<file path="config.mk">
export PLATFORM = sky130hd
export DESIGN_NAME = pmbc_top
export DESIGN_NICKNAME = d
export VERILOG_FILES = /design/src/hdl/pmbc_pkg.sv /design/src/hdl/pmbc_top.sv /design/src/hdl/pmbc_boost_osc.sv
export VERILOG_INCLUDE_DIRS = /design/src /design/src/hdl
export SDC_FILE = /design/constraint.sdc
export NUM_CORES = 1
export LEC_CHECK = 0
export ABC_CLOCK_PERIOD_IN_PS = 7050
export BUFFER_PORTS_ARGS = -buffer_cell sky130_fd_sc_hd__buf_2
export CORE_MARGIN = 8
export CORE_UTILIZATION = 58
export DETAILED_ROUTE_END_ITERATION = 8
export GPL_TIMING_DRIVEN = 1
export PLACE_DENSITY = 0.83
export SYNTH_ARGS = -nofsm -noshare
export SYNTH_HDL_FRONTEND = slang
export SYNTH_SLANG_ARGS = --single-unit
</file>
<file path="constraint.sdc">
create_clock -name clk -period 7.05 [get_ports clk]
set_clock_uncertainty 0.1 [all_clocks]
set_input_delay 0.3525 -clock clk [delete_from_list [all_inputs] [get_ports clk]]
set_output_delay 0.3525 -clock clk [all_outputs]
set_load 0.01 [all_outputs]
</file>
<file path="src/hdl/pmbc_cfg.svh">
// constants for the power mode and boost controller
// Operation
// - in active mode each resource follows its active template bit, writable anytime
// - clocks of disabled resources are gated off
// - processor may disable itself; next wakeup re-enables it
// - any wakeup sets mode active and enables processor regardless of template
// - mode defaults to active after boot
// - alternate active mode applies its own separate template
// - leaving sleep waits about 15 us resume before active
// - hibernate retains state, holds output pins, keeps pin interrupt settings
// - hibernate exits only on pin interrupt, resume under 100 us (code also exits on the external reset pin)
// - enabled peripheral, supervisor, timewheel and pin interrupts wake to active
// - external reset pin, watchdog and precise low-voltage reset also wake
// - periodic timewheel interrupt can wake the system
// - boost output selectable 1.8 V to 5.0 V in 100 mV steps
// - boost switches at 400 kHz from its own oscillator (code divides the system clock)
// - boost has active and standby modes
// - separate template register per mode (code has them for active and alternate active only)
// - sleep disables most resources regardless of template
`ifndef PMBC_CFG_SVH
`define PMBC_CFG_SVH
`define PMBC_NRES 8
`define PMBC_CPU_BIT 0
`define PMBC_SLEEP_KEEP 8'h80
`define PMBC_OFF_MODE 4'h0
`define PMBC_OFF_TPL_ACT 4'h1
`define PMBC_OFF_TPL_ALT 4'h2
`define PMBC_OFF_WAKE_EN 4'h3
`define PMBC_OFF_BOOST 4'h4
`define PMBC_OFF_STATUS 4'h5
`define PMBC_OFF_TW 4'h6
`define PMBC_RST_TPL_ACT 8'hff
`define PMBC_RST_TPL_ALT 8'hfe
`define PMBC_RST_WAKE_EN 4'hf
`define PMBC_RST_VSEL 6'h00
`define PMBC_VSEL_MAX 6'h20
`define PMBC_RST_TW 16'h0fff
`define PMBC_CLK_MHZ 200
`define PMBC_SLEEP_RESUME_NS 15000
`define PMBC_HIB_RESUME_NS 100000
`define PMBC_SLEEP_CYC ((`PMBC_SLEEP_RESUME_NS * `PMBC_CLK_MHZ) / 1000)
`define PMBC_HIB_CYC (((`PMBC_HIB_RESUME_NS * `PMBC_CLK_MHZ) / 1000) - 1)
`define PMBC_BOOST_KHZ 400
`define PMBC_BOOST_DIV ((`PMBC_CLK_MHZ * 1000) / (`PMBC_BOOST_KHZ * 2))
`endif

</file>
<file path="src/hdl/pmbc_pkg.sv">
// types for the power mode and boost controller
package pmbc_pkg;
  typedef enum logic [3:0] {
    PMBC_MODE_ACTIVE = 4'h1,
    PMBC_MODE_ALT = 4'h2,
    PMBC_MODE_SLEEP = 4'h4,
    PMBC_MODE_HIB = 4'h8
  } pmbc_mode_t;
  typedef logic [7:0] pmbc_tpl_t;
endpackage

</file>
<file path="src/hdl/pmbc_top.sv">
// power mode controller with boost converter control
//
// The address-and-strobe port and the register addresses were left to the implementer.
`include "pmbc_cfg.svh"
module pmbc_top (
  input wire logic clk,
  input wire logic rst_n,
  input wire logic [3:0] reg_addr,
  input wire logic [15:0] reg_wdata,
  input wire logic reg_wr,
  input wire logic reg_rd,
  output logic [15:0] reg_rdata,
  input wire logic periph_irq,
  input wire logic supervisor_irq,
  input wire logic pin_irq,
  input wire logic external_reset_pin_n,
  input wire logic watchdog_reset_source,
  input wire logic precise_low_voltage_reset,
  input wire logic [7:0] gpio_out_in,
  output logic [7:0] gpio_out,
  output logic [7:0] res_enable,
  output logic [7:0] res_clk_en,
  output pmbc_pkg::pmbc_mode_t power_mode,
  output logic boost_active,
  output logic [5:0] boost_vsel,
  output logic boost_sw,
  output logic timewheel_irq
);
  import pmbc_pkg::*;

  localparam int SLEEP_CYC = `PMBC_SLEEP_CYC;
  localparam int HIB_CYC = `PMBC_HIB_CYC;

  ////////////////////////////////////////////////////////////////////////////
  // reset release and pin synchronisers

  logic rst_s1;
  logic rst_sync_n;
  always_ff @(posedge clk or negedge rst_n)
  begin
    if (!rst_n)
    begin
      rst_s1 <= 1'b0;
      rst_sync_n <= 1'b0;
    end
    else
    begin
      rst_s1 <= 1'b1;
      rst_sync_n <= rst_s1;
    end
  end

  // pins are asynchronous, two stages each
  logic [5:0] pin_s1;
  logic [5:0] pin_s2;
  always_ff @(posedge clk or negedge rst_sync_n)
  begin
    if (!rst_sync_n)
    begin
      pin_s1 <= 6'h01;
      pin_s2 <= 6'h01;
    end
    else
    begin
      pin_s1 <= {periph_irq, supervisor_irq, pin_irq, watchdog_reset_source,
                 precise_low_voltage_reset, external_reset_pin_n};
      pin_s2 <= pin_s1;
    end
  end
  logic [7:0] gpio_s1;
  logic [7:0] gpio_s2;
  always_ff @(posedge clk or negedge rst_sync_n)
  begin
    if (!rst_sync_n)
    begin
      gpio_s1 <= 8'h00;
      gpio_s2 <= 8'h00;
    end
    else
    begin
      gpio_s1 <= gpio_out_in;
      gpio_s2 <= gpio_s1;
    end
  end

  ////////////////////////////////////////////////////////////////////////////
  // registers

  pmbc_tpl_t tpl_act;
  pmbc_tpl_t tpl_alt;
  logic [3:0] wake_en;
  logic [5:0] vsel;
  logic boost_stby;
  logic [15:0] tw_period;
  logic cpu_clear;

  wire wr_mode = reg_wr && reg_addr == `PMBC_OFF_MODE;

  // software writes; templates change at any time
  always_ff @(posedge clk or negedge rst_sync_n)
  begin
    if (!rst_sync_n)
    begin
      tpl_act <= `PMBC_RST_TPL_ACT;
      tpl_alt <= `PMBC_RST_TPL_ALT;
      wake_en <= `PMBC_RST_WAKE_EN;
      vsel <= `PMBC_RST_VSEL;
      boost_stby <= 1'b0;
      tw_period <= `PMBC_RST_TW;
    end
    else
    begin
      if (reg_wr)
      begin
        unique case (reg_addr)
          `PMBC_OFF_TPL_ACT: tpl_act <= reg_wdata[7:0];
          `PMBC_OFF_TPL_ALT: tpl_alt <= reg_wdata[7:0];
          `PMBC_OFF_WAKE_EN: wake_en <= reg_wdata[3:0];
          `PMBC_OFF_BOOST:
          begin
            // clamp above 5.0 V; code n gives 1.8 V + n * 100 mV
            vsel <= (reg_wdata[5:0] > `PMBC_VSEL_MAX) ? `PMBC_VSEL_MAX : reg_wdata[5:0];
            boost_stby <= reg_wdata[8];
          end
          `PMBC_OFF_TW: tw_period <= reg_wdata;
          default: ;
        endcase
      end
      if (cpu_clear)
        tpl_act[`PMBC_CPU_BIT] <= 1'b1;
    end
  end

  // read data one cycle after the strobe; unmapped reads zero
  always_ff @(posedge clk or negedge rst_sync_n)
  begin
    if (!rst_sync_n)
      reg_rdata <= 16'h0000;
    else if (reg_rd)
    begin
      unique case (reg_addr)
        `PMBC_OFF_MODE: reg_rdata <= {12'h000, power_mode};
        `PMBC_OFF_TPL_ACT: reg_rdata <= {8'h00, tpl_act};
        `PMBC_OFF_TPL_ALT: reg_rdata <= {8'h00, tpl_alt};
        `PMBC_OFF_WAKE_EN: reg_rdata <= {12'h000, wake_en};
        `PMBC_OFF_BOOST: reg_rdata <= {7'h00, boost_stby, 2'h0, vsel};
        `PMBC_OFF_STATUS: reg_rdata <= {8'h00, res_enable};
        `PMBC_OFF_TW: reg_rdata <= tw_period;
        default: reg_rdata <= 16'h0000;
      endcase
    end
    else
      reg_rdata <= 16'h0000;
  end

  ////////////////////////////////////////////////////////////////////////////
  // timewheel

  logic [15:0] tw_cnt;
  logic tw_event;
  always_ff @(posedge clk or negedge rst_sync_n)
  begin
    if (!rst_sync_n)
    begin
      tw_cnt <= 16'h0000;
      tw_event <= 1'b0;
    end
    else if (tw_cnt >= tw_period)
    begin
      tw_cnt <= 16'h0000;
      tw_event <= 1'b1;
    end
    else
    begin
      tw_cnt <= tw_cnt + 16'h0001;
      tw_event <= 1'b0;
    end
  end
  always_ff @(posedge clk or negedge rst_sync_n)
  begin
    if (!rst_sync_n)
      timewheel_irq <= 1'b0;
    else
      timewheel_irq <= tw_event && wake_en[3];
  end

  ////////////////////////////////////////////////////////////////////////////
  // wakeup sources

  // bits: ext reset (low), precise reset, watchdog, pin, supervisor, periph
  wire reset_wake = !pin_s2[0] || pin_s2[1] || pin_s2[2];
  wire pin_wake = pin_s2[3] && wake_en[2];
  wire irq_wake = pin_wake || (pin_s2[4] && wake_en[1]) || (pin_s2[5] && wake_en[0]) ||
                  (tw_event && wake_en[3]);
  wire any_wake = reset_wake || irq_wake;

  ////////////////////////////////////////////////////////////////////////////
  // mode state machine

  typedef enum logic [3:0] {
    ST_RUN = 4'h1,
    ST_SLEEP = 4'h2,
    ST_HIB = 4'h4,
    ST_RESUME = 4'h8
  } pmbc_st_t;
  pmbc_st_t st;
  logic [15:0] resume_cnt;

  always_ff @(posedge clk or negedge rst_sync_n)
  begin
    if (!rst_sync_n)
    begin
      st <= ST_RUN;
      power_mode <= PMBC_MODE_ACTIVE;
      resume_cnt <= 16'h0000;
      cpu_clear <= 1'b0;
    end
    else
    begin
      cpu_clear <= 1'b0;
      unique case (st)
        ST_RUN:
        begin
          if (any_wake)
          begin
            power_mode <= PMBC_MODE_ACTIVE;
            cpu_clear <= 1'b1;
          end
          else if (wr_mode)
          begin
            // only a software write enters low power
            unique case (reg_wdata[1:0])
              2'h0: power_mode <= PMBC_MODE_ACTIVE;
              2'h1: power_mode <= PMBC_MODE_ALT;
              2'h2:
              begin
                power_mode <= PMBC_MODE_SLEEP;
                st <= ST_SLEEP;
              end
              default:
              begin
                power_mode <= PMBC_MODE_HIB;
                st <= ST_HIB;
              end
            endcase
          end
        end
        ST_SLEEP:
          if (any_wake)
          begin
            resume_cnt <= 16'(SLEEP_CYC - 1);
            st <= ST_RESUME;
          end
        ST_HIB:
          // only the pin interrupt or the reset pin leave hibernate
          if (pin_wake || !pin_s2[0])
          begin
            resume_cnt <= 16'(HIB_CYC - 1);
            st <= ST_RESUME;
          end
        ST_RESUME:
          if (resume_cnt == 16'h0000)
          begin
            st <= ST_RUN;
            power_mode <= PMBC_MODE_ACTIVE;
            cpu_clear <= 1'b1;
          end
          else
            resume_cnt <= resume_cnt - 16'h0001;
      endcase
    end
  end

  ////////////////////////////////////////////////////////////////////////////
  // resource enables and clock gates

  pmbc_tpl_t next_enable;
  always_comb
  begin
    next_enable = 8'h00;
    if (st == ST_RUN && power_mode == PMBC_MODE_ALT)
      next_enable = tpl_alt;
    else if (st == ST_RUN)
      next_enable = tpl_act;
    else if (st == ST_SLEEP)
      next_enable = `PMBC_SLEEP_KEEP;
    if (cpu_clear)
      next_enable[`PMBC_CPU_BIT] = 1'b1;
  end

  // registered enables; clock gate follows the enable so a glitch-free cell can use it
  always_ff @(posedge clk or negedge rst_sync_n)
  begin
    if (!rst_sync_n)
    begin
      res_enable <= `PMBC_RST_TPL_ACT;
      res_clk_en <= `PMBC_RST_TPL_ACT;
    end
    else
    begin
      res_enable <= next_enable;
      res_clk_en <= next_enable;
    end
  end

  // output pins hold their level until the hibernate resume is over
  always_ff @(posedge clk or negedge rst_sync_n)
  begin
    if (!rst_sync_n)
      gpio_out <= 8'h00;
    else if (power_mode != PMBC_MODE_HIB)
      gpio_out <= gpio_s2;
  end

  ////////////////////////////////////////////////////////////////////////////
  // boost control

  always_ff @(posedge clk or negedge rst_sync_n)
  begin
    if (!rst_sync_n)
    begin
      boost_active <= 1'b1;
      boost_vsel <= `PMBC_RST_VSEL;
    end
    else
    begin
      boost_active <= !boost_stby;
      boost_vsel <= vsel;
    end
  end

  pmbc_boost_osc u_osc (
    .clk(clk),
    .rst_n(rst_sync_n),
    .run(boost_active),
    .sw(boost_sw)
  );
endmodule

</file>
<file path="src/hdl/pmbc_boost_osc.sv">
// boost switching oscillator, 400 kHz square wave from the system clock
`include "pmbc_cfg.svh"
module pmbc_boost_osc (
  input wire logic clk,
  input wire logic rst_n,
  input wire logic run,
  output logic sw
);
  localparam int DIV = `PMBC_BOOST_DIV;
  logic [8:0] cnt;

  // half-period counter; stops low in standby
  always_ff @(posedge clk or negedge rst_n)
  begin
    if (!rst_n)
    begin
      cnt <= 9'h000;
      sw <= 1'b0;
    end
    else if (!run)
    begin
      cnt <= 9'h000;
      sw <= 1'b0;
    end
    else if (cnt == 9'(DIV - 1))
    begin
      cnt <= 9'h000;
      sw <= ~sw;
    end
    else
      cnt <= cnt + 9'h001;
  end
endmodule

</file>
Word level (Yosys, flattened, before mapping):

Cells that the tools add are included.

* register bits: 165
* bits of input ports: 38
* word-level logic and storage cells: 123

* $add $sub $neg: 3
* magnitude comparators: 2
* equality and inequality tests: 24
* muxes and demuxes: 34
* bitwise gates (word level): 1
* reduce and logical (&&, ||, !) cells: 32

Operators by type and width (number)
* 16-bit one-hot mux with 7 select lines: 1
* 16-bit 2-to-1 mux: 5
* 16-bit one-hot mux with 3 select lines: 1
* 4-bit 2-to-1 mux: 7
* 8-bit 2-to-1 mux: 3
* 9-bit 2-to-1 mux: 2
* 16-bit by 1-bit adder with 16-bit output (second input constant): 1
* 4-bit by 2-bit equality test with 1-bit output (second input constant): 4
* 4-bit by 3-bit equality test with 1-bit output (second input constant): 4
* 16-bit >= comparator: 1
* 16-bit zero test: 1
* 4-bit one-hot mux with 2 select lines: 2
* 4-bit one-hot mux with 4 select lines: 1
* 16-bit by 1-bit subtractor with 16-bit output (second input constant): 1
* 2-bit != test (second input constant): 7
* 4-bit one-hot mux with 3 select lines: 1
* 2-bit AND reduction: 6
* 9-bit by 1-bit adder with 9-bit output (second input constant): 1
* 9-bit by 8-bit equality test with 1-bit output (second input constant): 1
* 1-bit 2-to-1 mux: 9
* 4-bit by 1-bit equality test with 1-bit output (second input constant): 2
* 1-bit logical OR: 7
* 6-bit greater-than comparator (second input constant): 1
* 1-bit logical AND: 6
* other kinds (18): 21

Depth between registers and ports, before layout:

Gate-level depths: netlist of run 1.

* depth in word-level cells: 7
* gate-level depth with buffers: 9
* depth with buffers taken out: 8

Hierarchy:

Synthesis of run 1 repeated with hierarchy kept, for this count alone.

* cell total of the unflattened synthesis: 608
* area total of the unflattened synthesis: 7310.8 um2

By module, submodules not included
* pmbc_top: times used 1, cells an instance 558, area each 6785.3 um2, seq. area each 3933.8 um2
* pmbc_boost_osc: times used 1, cells an instance 50, area each 525.5 um2, seq. area each 250.2 um2

Worst setup path before layout of run 1:

Ideal clock, no wire load.

* kind: reg-to-reg
* start point: register resume_cnt[0]
* end point: register resume_cnt[12]
* setup time: 83 ps
* arrival: 2117 ps
* required time: 6867 ps
* path slack: 4750 ps
* stages on the path, launching flop included: 8
* path buffers: 1
* path through: dfrtp_1 inv_1 ha_1 or3b_2 or3_1 clkbuf_1 or4_1 o21ai_0

* longest elaborated chain between the ends: 3

RTL lines
* start, declared: line pmbc_top.sv:207 `logic [15:0] resume_cnt;`
* start signal, assigned: line pmbc_top.sv:251 `resume_cnt <= 16'(SLEEP_CYC - 1);`
* start signal, assigned: line pmbc_top.sv:258 `resume_cnt <= 16'(HIB_CYC - 1);`
* start signal, assigned: line pmbc_top.sv:269 `resume_cnt <= resume_cnt - 16'h0001;`
* 16-bit by 1-bit subtractor with 16-bit output or 16-bit zero test (tied branches): line pmbc_top.sv:269, pmbc_top.sv:262
* 16-bit 2-to-1 mux or 2-bit != test (tied branches)
* 16-bit one-hot mux with 3 select lines or 4-bit AND reduction (tied branches)

Parallel ways exist; a longest one is shown, timed or not. The select of a mux whose other input is x is not followed.
A chain may end at the register's enable or synchronous reset.

Final worst setup path of run 1:

* start point: register resume_cnt[0]
* end point: register resume_cnt[7]

The elaborated chain is that of the path after synthesis.

==> results.rst, run 1 <==
.. list-table::
   :header-rows: 1

   * - Metric
     - Value
   * - Critical register-to-register path startpoint
     - resume_cnt[0]
   * - Synth Area in Compound Gates
     - 10.39%
   * - Yosys cell types
     - 65
   * - Synthesized-area fraction occupied by and/or/nand/nor cells
     - 13.82%
   * - Endpoints failing setup
     - 0
   * - Cell Rows
     - 41
   * - Wire length of the first global-routing pass
     - 26.83 mm
   * - Final-report max-slew violation count
     - 0
   * - Post-Syn Nets
     - 673
   * - Post-place setup slack
     - 4.271 ns
   * - Horiz. Die Dim
     - 127.7 microns
   * - Number of enable flip-flop cells after synthesis
     - 0
   * - Count of hold-fix buffers inserted at cts
     - 15
   * - Post-synth top area cell
     - dfrtp_1
   * - Cell at the root of the clock tree
     - clkbuf_16
   * - Ports
     - 91
   * - Main combinational cell family by area after synthesis
     - simple AND/OR/NAND/NOR gates
   * - Hold crit path type
     - in -> reg
   * - Depth of the CTS H-tree
     - 4
   * - Seq cells post-synth
     - 165
   * - Clock tree from TritonCTS
     - built
   * - Core box area
     - 12410 sq um
   * - Largest voltage drop on the vdd net
     - 181.4 uV
   * - Number of global-route vias before repair
     - 5346
   * - Final estimated routing congestion in global placement
     - 0.8823
   * - Mux share of post-synthesis cell area
     - 8.415%
   * - Crit Path Class
     - reg -> reg
   * - Post-Synth XOR/XNOR Area
     - 2.782%
   * - Area contributors post-synth
     - dfrtp_1, dfstp_2, mux2_2, ha_1, nor2_1
   * - Height of the die
     - 127.7 microns
   * - # diodes
     - 0
   * - Fill cell instance count of the final layout
     - 876
   * - Synthesis warning total
     - 0
   * - Worst-case register-to-register setup slack
     - 4.34 ns
   * - Worst hold path endpoint
     - tw_period[12]
   * - Core occupancy in the finished layout
     - 68.45%
   * - Worst setup slack after layout
     - 4.340 ns
   * - Delay of the slowest critical-path stage
     - 0.49 ns
   * - # port buffers
     - 90
   * - Effective utilization at floorplan
     - 58.32%
   * - Crit path launch
     - resume_cnt[0]
   * - Period utilization
     - 38.44%
   * - Post-detail-place hpwl
     - 11.06 mm
   * - Power Density
     - 329.2 nW/um^2
   * - Top FF cell, synth
     - dfrtp_1
   * - Max Clk Rate
     - 0.3690 GHz
   * - Capturing point of the worst reg2reg path
     - resume_cnt[7]
   * - Worst hold slack after final layout
     - 0.05514 ns
   * - DRC violation count after routing
     - 0
   * - Setup repair after global routing missed its margin
     - false
   * - Number of nets in the finished design
     - 776
   * - Clock latency on the worst-skew pair
     - 0.44 ns
   * - Crit path max fanout
     - 16
   * - Post-route cell area
     - 8498 sq um
   * - Aggregate routed wire length
     - 16.43 mm
   * - Hold path startpoint
     - reg_wdata[12]
   * - DRT Pass-1 Iters
     - 5
   * - Kind of capture point of the worst setup path
     - flip-flop
   * - Area share of the leading cell type in the synthesized netlist
     - 41.82%
   * - Via count
     - 5236
   * - Global-route usage over all layers
     - 20.91%
   * - Clock-pin slew reported for the worst setup and hold paths after clock tree synthesis
     - 0.06 ns
   * - Time the worst path needs with I/O delays and setup
     - 2.710 ns
   * - Async set-reset flop share out of synthesis
     - 100.0%
   * - Series of cell instances along the critical path
     - inv_1 > ha_1 > or3b_2 > nor3_1 > a21oi_2 > o221ai_4 > o21ba_1 > o22a_1
   * - Leak pwr
     - 0.003893 uW
   * - Worst hold path stage count
     - 2
   * - Leading cell type in the layout, fill and taps excluded
     - dfrtp_1
   * - Max clock buf depth
     - 2
   * - Number of buffers added for setup after CTS
     - 0
   * - Max-slew headroom
     - 18.84%
   * - Portion of the post-synthesis area used by sequential elements
     - 57.78%
   * - Cells on worst reg2reg path
     - 8
   * - Number of hold violations in the final report
     - 0
   * - Area of the mapped netlist
     - 7241 sq um
   * - Full die area
     - 16320 sq um
   * - Drt initial violations
     - 459
   * - TNS Setup
     - 0 ns
   * - Instance area after placement
     - 7794 sq um
   * - Maximum number of pins on one net before global-route repair
     - 88
   * - Leading cell types in the layout, fill and taps excluded
     - dfrtp_1, buf_2, nor2_1
   * - Initial antenna violation count
     - 0
   * - Reported max-cap violation count
     - 0
   * - Required time at the endpoint of the critical path
     - 7.27 ns
   * - Number of clock sinks
     - 165
   * - Endpoint arrival time on the critical path
     - 2.93 ns
   * - Overflow left after global routing
     - 0
   * - Avg Vias per Cell
     - 5.798
   * - Post-synthesis adder-cell area fraction
     - 3.456%
   * - Syn avg cell area
     - 11.77 sq um
   * - Post-cts sizing count
     - 0
   * - CTS buffer count
     - 17
   * - Share of cells above drive strength 1
     - 31.74%
   * - Area added between synthesis and finish
     - 17.37%
   * - Slew at the pin with the worst max-slew slack
     - 1.217 ns
   * - Kind of start point of the critical path
     - flip-flop
   * - Average routed wire per standard cell
     - 18.19 microns
   * - Mapped Cells
     - 615
   * - Slowest cell on the critical path
     - or3b_2
   * - Outcome
     - completed
   * - Antenna Nets Post-Route
     - 0
-- worst max path at each step --
stage | cells past startpoint | endpoint | slack, ns
final | 8 | resume_cnt[7] | 4.34
after global routing | 8 | resume_cnt[7] | 4.19
after CTS | 8 | resume_cnt[7] | 4.36
after detailed placement | 5 | tw_period[12] | 4.27
after global placement | 5 | tw_period[13] | 4.34
after floorplan | 0 | boost_stby | 2.09
-- layout make-up --
cell class | count | area, sq um | share of cell area, %
Sequential cell | 165 | 4188 | 49.28
Multi-Input combinational cell | 401 | 2824 | 33.23
Timing Repair Buffer | 108 | 623.1 | 7.332
Clock buffer | 20 | 456.7 | 5.374
Tap cell | 172 | 215.2 | 2.532
Clock inverter | 12 | 97.59 | 1.148
Inverter | 25 | 93.84 | 1.104
-- synthesized netlist by cell type, types with 10 or more instances --
cell,number
o21ai_0,30
and3_1,15
dfrtp_1,121
nor3_1,12
nand2b_1,13
dfstp_2,44
nor2_1,61
xor2_1,13
mux2_2,47
a21oi_1,19
nand3_1,16
clkbuf_1,13
ha_1,20
inv_1,25
xnor2_1,10
nand2_1,40
a31oi_1,12
-- metrics by stage --
step,total power [uW],instances
after floorplan,1756,615
after global placement,1890,856
after detailed placement,1936,856
after CTS,2801,903
after global routing,2942,903
final,2797,903
-- registers in the layout, summed over array words and instances (netlist names), 4 cells and up --
signal	cells
pin_s2	6
tpl_alt	8
reg_rdata	16
pin_s1	6
res_clk_en	8
gpio_s2	8
gpio_out	8
wake_en	4
resume_cnt	16
tpl_act	8
boost_vsel	6
vsel	6
power_mode	4
u_osc.cnt	9
tw_period	16
tw_cnt	16
st	4
gpio_s1	8
-- power breakdown --
part / leakage [uW] / total, uW / internal [uW] / switching (uW)
logic: 0.00165 / 623 / 277 / 346
clock network: 0.000264 / 857 / 473 / 384
registers: 0.00198 / 1320 / 1150 / 167
-- critical path: cells and delay by family, from the launching register on --
kind                       cells  cell delay [ns]
and+or+nand+nor                2             0.83
buffers and inverters          1             0.09
AOI/OAI and AO/OA              4             0.96
DFF                            1             0.42
adders and majority gates      1             0.19
-- cell families (layout without fill, tap and decap cells) --
group | count (synthesis) | in the layout
adders and majority gates | 20 | 20
AOI/OAI and AO/OA | 110 | 110
xor gates and xnor gates | 23 | 23
DFF | 165 | 165
other | 1 | 1
muxes | 55 | 55
and+or+nand+nor | 192 | 192
buffers and inverters | 49 | 165
-- layer usage --
metal / vias to the layer above / track usage, % / routed length (microns)
met2: 194 / 35.10 / 8343
met4: 0 / 8.531 / 316
met5: - / 0 / 0
li1: 2397 / - / -
met3: 31 / 5.865 / 1060
met1: 2614 / 24.88 / 6707
No activity file was read; power rests on OpenSTA's default activity.
==> run 2, diff against run 1 <==
--- a/config.mk
+++ b/config.mk
@@ -6,7 +6,7 @@
 export SDC_FILE = /design/constraint.sdc
 export NUM_CORES = 1
 export LEC_CHECK = 0
-export ABC_CLOCK_PERIOD_IN_PS = 7050
+export ABC_CLOCK_PERIOD_IN_PS = 2620
 export BUFFER_PORTS_ARGS = -buffer_cell sky130_fd_sc_hd__buf_2
 export CORE_MARGIN = 8
 export CORE_UTILIZATION = 58
==> constraint.sdc (replaced) <==
create_clock -name clk -period 2.62 [get_ports clk]
set_clock_uncertainty 0.1 [all_clocks]
set_input_delay 0.131 -clock clk [delete_from_list [all_inputs] [get_ports clk]]
set_output_delay 0.131 -clock clk [all_outputs]
set_load 0.01 [all_outputs]
==> run 2 against run 1 <==
  * First-iteration DRC count is 42% higher
  * Sequential share of layout area shrank 2.3 points
  * Register-to-register slack worse by 4.2 ns
  * Global-route usage increased by 1.8 points
  * Hold slack better by 0.044 ns
  * Critical path depth shrank 2
  * Combinational power increased to 3.0 times the previous value
  * Critical endpoint is now resume_cnt[12]
  * Count of clock-buffer cells in the layout unchanged
  * Die area stayed put
  * Flip-flop and latch count stayed put
==> results.rst, run 2 (synthesized netlist as in run 1, its figures left out) <==
.. list-table::
   :header-rows: 1

   * - Metric
     - Value
   * - Final-report max-slew violation count
     - 0 (unchanged)
   * - DRT Pass-1 Iters
     - 5 (unchanged)
   * - Full die area
     - 16320 sq um (unchanged)
   * - # port buffers
     - 90 (unchanged)
   * - Core occupancy in the finished layout
     - 71.77% (+3.3 points)
   * - Drt initial violations
     - 650 (+42%)
   * - Number of hold violations in the final report
     - 0 (unchanged)
   * - Endpoint arrival time on the critical path
     - 2.74 ns (-0.19 ns)
   * - Leading cell type in the layout, fill and taps excluded
     - dfrtp_1
   * - Endpoints failing setup
     - 0 (unchanged)
   * - Number of buffers added for setup after CTS
     - 0 (unchanged)
   * - Final estimated routing congestion in global placement
     - 0.8868 (+0.51%)
   * - Clock latency on the worst-skew pair
     - 0.43 ns (about the same)
   * - Slew at the pin with the worst max-slew slack
     - 0.7308 ns (-0.4866 ns)
   * - Worst setup slack after layout
     - 0.1301 ns (-4.210 ns)
   * - Avg Vias per Cell
     - 5.718 (-1.4%)
   * - Post-place setup slack
     - -0.04750 ns (-4.319 ns)
   * - Post-detail-place hpwl
     - 11.50 mm (+4.0%)
   * - TNS Setup
     - 0 ns (unchanged)
   * - Number of clock sinks
     - 165 (unchanged)
   * - Clock tree from TritonCTS
     - built
   * - DRC violation count after routing
     - 0 (unchanged)
   * - Via count
     - 5392 (+3.0%)
   * - Area of the multi-input gates
     - 2835 sq um (+0.40%)
   * - Power Density
     - 889.6 nW/um^2 (+170%)
   * - Max clock buf depth
     - 2 (unchanged)
   * - Time the worst path needs with I/O delays and setup
     - 2.490 ns (-0.2203 ns)
   * - Hold crit path type
     - in -> reg
   * - Height of the die
     - 127.7 microns (unchanged)
   * - Cell at the root of the clock tree
     - clkbuf_16
   * - CTS buffer count
     - 17 (unchanged)
   * - Overflow left after global routing
     - 0 (unchanged)
   * - Aggregate routed wire length
     - 17.71 mm (+7.8%)
   * - Setup repair after global routing missed its margin
     - false
   * - Global-route usage over all layers
     - 22.67% (+1.8 points)
   * - Number of global-route vias before repair
     - 5540 (+3.6%)
   * - Ports
     - 91 (unchanged)
   * - Largest voltage drop on the vdd net
     - 512.8 uV (+180%)
   * - Area added between synthesis and finish
     - 23.05%
   * - Max-slew headroom
     - 51.16% (+32 points)
   * - Outcome
     - completed
   * - Average routed wire per standard cell
     - 18.78 microns (+3.2%)
   * - Leak pwr
     - 0.004102 uW (+5.4%)
   * - Period utilization
     - 95.04% (+57 points)
   * - Max Clk Rate
     - 0.4016 GHz (+8.8%)
   * - Fill cell instance count of the final layout
     - 841 (-4.0%)
   * - Cell Rows
     - 41 (unchanged)
   * - Crit Path Class
     - reg -> reg
   * - Depth of the CTS H-tree
     - 4 (unchanged)
   * - Clock-pin slew reported for the worst setup and hold paths after clock tree synthesis
     - 0.06 ns (about the same)
   * - Initial antenna violation count
     - 0 (unchanged)
   * - Filler-free cell count of the finished design
     - 943 (+4.4%)
   * - Total power
     - 7927 uW (+180%)
   * - Effective utilization at floorplan
     - 58.32% (unchanged)
   * - Total placed cells including tap cells
     - 876 (+2.3%)
   * - Antenna Nets Post-Route
     - 0 (unchanged)
   * - Kind of start point of the critical path
     - flip-flop
   * - Share of cells above drive strength 1
     - 32.99% (+1.2 points)
   * - Core box area
     - 12410 sq um (unchanged)
   * - Reported max-cap violation count
     - 0 (unchanged)
   * - Maximum number of pins on one net before global-route repair
     - 75 (-15%)
   * - Number of nets in the finished design
     - 815 (+5.0%)
   * - Kind of capture point of the worst setup path
     - flip-flop
   * - Leading cell types in the layout, fill and taps excluded
     - dfrtp_1, buf_2, nor2_1
   * - Wire length of the first global-routing pass
     - 28.95 mm (+7.9%)
   * - Sequential cell area
     - 4188 sq um (unchanged)
   * - Required time at the endpoint of the critical path
     - 2.87 ns (-4.40 ns)
   * - Horiz. Die Dim
     - 127.7 microns (unchanged)
   * - Crit path max fanout
     - 7 (-9)
## run 2: cell count changes in the layout (fill, tap and decap cells not counted), sizes merged
cell,delta
diode,+1
clkinv,-4
buf,+20
dlygate4sd3,+19
inv,+2
bufinv,+2
## run 2: area by class of cell
type / instances / share of cell area, %
Inverter: 25 / 1.053
Multi-Input combinational cell: 401 / 31.82
Clock buffer: 20 / 5.126
Tap cell: 172 / 2.415
Clock inverter: 12 / 1.601
Sequential cell: 165 / 47.00
Timing Repair Buffer: 147 / 10.95
Antenna cell: 1 / 0.02809
## run 2: metrics by stage
stage	cell area, sq um	hold WS [ns]
2_1_floorplan	7244	-0.2646
3_3_place_gp	7956	-0.1841
3_5_place_dp	7956	-0.1801
4_1_cts	8902	0.08751
5_1_grt	8907	0.1194
6_report	8910	0.09895
## run 2: path summary, 6_finish.rpt
check | start | to | slack (ns) | cells past startpoint
setup / recovery | resume_cnt[0] | resume_cnt[12] | 0.13 | 6
hold / removal | reg_wr | tpl_act[0] | 0.1 | 3
setup reg to reg | resume_cnt[0] | resume_cnt[12] | 0.13 | 6
hold reg to reg | rst_sync_n | pin_s2[3] | 0.21 | 0
max in group asynchronous | rst_sync_n | wake_en[0] | 1.40 | 1
min in group asynchronous | rst_sync_n | pin_s2[3] | 0.21 | 0
## run 2: layer usage
metal  global-route usage [%]  part of all wire [%]  vias to the layer above  wire, microns
li1                         -                     -                     2466              -
met1                    27.52                    41                     2682           7245
met2                    37.96                    50                      198           8887
met3                    4.825                   6.2                       46           1105
met4                    10.63                   2.6                        0            468
met5                        0                     0                        -              0
## run 2: report_power, final
part | internal [uW] | switching (uW)
Sequential | 3090 | 446
Clock | 1470 | 1060
Combinational | 848 | 1010
Total | 5410 | 2510
## run 2: what timing repair did
action / 4_1_cts / 5_1_grt
setup endpoints to repair: 15 / 8
gates resized for setup: 1 / 1
hold endpoints to repair: 61 / 0
hold buffers: 34 / 0
## run 2: worst max-delay path: stages (launching register included)
cell	delay, ns
dfrtp_1	0.41
inv_1	0.09
ha_1	0.19
or3b_2	0.51
or3_1	0.45
or4_1	0.51
o21ai_0	0.16
==> run 3, diff against run 2 <==
--- a/config.mk
+++ b/config.mk
@@ -13,6 +13,7 @@
 export DETAILED_ROUTE_END_ITERATION = 8
 export GPL_TIMING_DRIVEN = 1
 export PLACE_DENSITY = 0.83
+export RECOVER_POWER = 25
 export SYNTH_ARGS = -nofsm -noshare
 export SYNTH_HDL_FRONTEND = slang
 export SYNTH_SLANG_ARGS = --single-unit
==> run 3 against run 2 <==
  * The flow now finishes with violations (max-capacitance violations, max-slew violations)
  * Critical path depth stayed put
  * Flip-flop and latch count stayed put
  * Register-to-register slack hardly changed
  * Utilization is 0.21 points lower
  * Cell count stayed put
  * First-iteration DRC count is 9.7% lower
==> results.rst, run 3 (synthesized netlist as in run 1, its figures left out) <==
.. list-table::
   :header-rows: 1

   * - Metric
     - Value
   * - Share of cells above drive strength 1
     - 30.39% (-2.6 points)
   * - Kind of start point of the critical path
     - flip-flop
   * - Number of nets in the finished design
     - 815 (unchanged)
   * - Horiz. Die Dim
     - 127.7 microns (unchanged)
   * - # port buffers
     - 90 (unchanged)
   * - Aggregate routed wire length
     - 17.76 mm (+0.32%)
   * - Fill cell instance count of the final layout
     - 850 (+1.1%)
   * - Kind of capture point of the worst setup path
     - flip-flop
   * - Max-slew headroom
     - -10.14% (-61 points)
   * - Leak pwr
     - 0.004029 uW (-1.8%)
   * - Drt initial violations
     - 587 (-9.7%)
   * - Switching share of power
     - 31.80% (+0.074 points)
   * - Post-place setup slack
     - -0.04750 ns (unchanged)
   * - Combinational share of power
     - 23.4% (about the same)
   * - Period utilization
     - 94.90% (-0.14 points)
   * - Endpoint arrival time on the critical path
     - 2.74 ns (about the same)
   * - Global-route usage over all layers
     - 22.67% (unchanged)
   * - Cell at the root of the clock tree
     - clkbuf_16
   * - Average routed wire per standard cell
     - 18.84 microns (+0.32%)
   * - Hold crit path type
     - in -> reg
   * - Reported max-cap violation count
     - 1 (+1)
   * - Full die area
     - 16320 sq um (unchanged)
   * - Total power
     - 7925 uW (about the same)
   * - Worst setup slack after layout
     - 0.1337 ns (+0.003670 ns)
   * - Cell Rows
     - 41 (unchanged)
   * - Sequential cell area
     - 4184 sq um (about the same)
   * - Number of global-route vias before repair
     - 5540 (unchanged)
   * - Antenna Nets Post-Route
     - 0 (unchanged)
   * - Slowest cell on the critical path
     - or3b_2
   * - Height of the die
     - 127.7 microns (unchanged)
   * - Effective utilization at floorplan
     - 58.32% (unchanged)
   * - TNS Setup
     - 0 ns (unchanged)
   * - Ports
     - 91 (unchanged)
   * - DRC violation count after routing
     - 0 (unchanged)
   * - Area added between synthesis and finish
     - 22.69%
   * - Worst hold slack after final layout
     - 0.1022 ns (+0.003230 ns)
   * - Initial antenna violation count
     - 0 (unchanged)
   * - Crit path max fanout
     - 7 (unchanged)
   * - Overflow left after global routing
     - 0 (unchanged)
   * - Series of cell instances along the critical path
     - inv_1 > ha_1 > or3b_2 > or3_1 > or4_1 > o21ai_0
   * - Clock latency on the worst-skew pair
     - 0.43 ns (about the same)
   * - P_sw
     - 2520 uW (+0.22%)
   * - DRT Pass-1 Iters
     - 5 (unchanged)
   * - Leading cell types in the layout, fill and taps excluded
     - dfrtp_1, buf_2, nor2_1
   * - Core box area
     - 12410 sq um (unchanged)
   * - Clock-pin slew reported for the worst setup and hold paths after clock tree synthesis
     - 0.06 ns (about the same)
   * - Power Density
     - 892.1 nW/um^2 (+0.28%)
   * - Area of the multi-input gates
     - 2835 sq um (unchanged)
   * - Outcome
     - finished with violations
   * - Max clock buf depth
     - 2 (unchanged)
   * - Time the worst path needs with I/O delays and setup
     - 2.486 ns (-0.003670 ns)
   * - Slew at the pin with the worst max-slew slack
     - 1.652 ns (+0.9212 ns)
   * - Largest voltage drop on the vdd net
     - 512.4 uV (about the same)
   * - Setup repair after global routing missed its margin
     - false
   * - Endpoints failing setup
     - 0 (unchanged)
   * - Violated checks
     - max-capacitance violations, max-slew violations
   * - Number of clock sinks
     - 165 (unchanged)
   * - Core occupancy in the finished layout
     - 71.56% (-0.21 points)
   * - Leading cell type in the layout, fill and taps excluded
     - dfrtp_1
   * - Clock tree from TritonCTS
     - built
   * - CTS buffer count
     - 17 (unchanged)
   * - Via count
     - 5383 (-0.17%)
   * - Number of hold violations in the final report
     - 0 (unchanged)
   * - Clk network pwr share
     - 32.0% (about the same)
   * - CP bufs+invs
     - 1 (unchanged)
   * - Maximum number of pins on one net before global-route repair
     - 75 (unchanged)
   * - Final-report max-slew violation count
     - 41 (+41)
   * - Wire length of the first global-routing pass
     - 28.95 mm (unchanged)
   * - Crit-path leading delay family
     - simple AND/OR/NAND/NOR gates
   * - Required time at the endpoint of the critical path
     - 2.87 ns (about the same)
   * - Post-detail-place hpwl
     - 11.50 mm (unchanged)
   * - Share of total power in sequential cells
     - 44.7% (about the same)
   * - Internal portion of total power
     - 5405 uW (-0.13%)
   * - Max Clk Rate
     - 0.4022 GHz (+0.15%)
   * - Depth of the CTS H-tree
     - 4 (unchanged)
   * - Avg Vias per Cell
     - 5.708 (-0.17%)
   * - Delay of the slowest critical-path stage
     - 0.51 ns (about the same)
   * - Final estimated routing congestion in global placement
     - 0.8868 (unchanged)
   * - Crit Path Class
     - reg -> reg
run 3: changes by cell type in the layout (fill, tap and decap cells not counted), sizes merged:
cell	previous run	this run
buf	113	95
clkbuf	20	38
run 3: layout make-up:
| type | instances | share of cell area [%] |
|---|---|---|
| diodes | 1 | 0.02817 |
| clock inverters | 12 | 1.606 |
| inverters | 25 | 1.056 |
| multi-input cells | 401 | 31.92 |
| well taps | 172 | 2.423 |
| repair buffers | 147 | 10.73 |
| clock buffers | 20 | 5.141 |
| flip-flops and latches | 165 | 47.10 |
run 3: worst min-delay path, stage by stage:
cell and delay [ns]:
buf_2 0.19, and3_1 0.18, a211o_1 0.09
run 3: metal layers:
layer / GRT usage [%] / wire length (microns) / vias up
met3: 4.825 / 1083 / 44
met2: 37.96 / 8968 / 199
li1: - / - / 2465
met5: 0 / 0 / -
met4: 10.63 / 461 / 0
met1: 27.52 / 7248 / 2675
run 3: path summary, 6_finish.rpt:
check	from	end	slack, ns	cells past startpoint
worst max-delay path	resume_cnt[0]	resume_cnt[12]	0.13	6
worst min-delay path	reg_wr	tpl_act[0]	0.10	3
worst max register to register	resume_cnt[0]	resume_cnt[12]	0.13	6
worst min register to register	rst_s1	rst_sync_n	0.25	0
max in group asynchronous	rst_sync_n	wake_en[0]	0.62	1
min in group asynchronous	rst_n	rst_s1	0.44	3
run 3: stage by stage:
step | area (sq um) | instances
2_1_floorplan | 7244 | 615
3_3_place_gp | 7956 | 876
3_5_place_dp | 7956 | 876
4_1_cts | 8902 | 942
5_1_grt | 8881 | 942
6_report | 8884 | 943
run 3: power by group through the flow:
| stage | registers (uW) | logic, uW | clock network (uW) |
|---|---|---|---|
| detailed placement | 3550 | 1780 | 0 |
| floorplan | 3480 | 1240 | 0 |
| finish | 3540 | 1850 | 2540 |
| CTS | 3520 | 1840 | 2520 |
| global route | 3600 | 2060 | 2650 |
| global placement | 3520 | 1700 | 0 |
run 3: repair_timing:
action	CTS	global route
endpoints found under the setup margin	15	8
hold buffers	34	0
resized for setup	1	1
buffers inserted	0	0
endpoints found under the hold margin	61	0
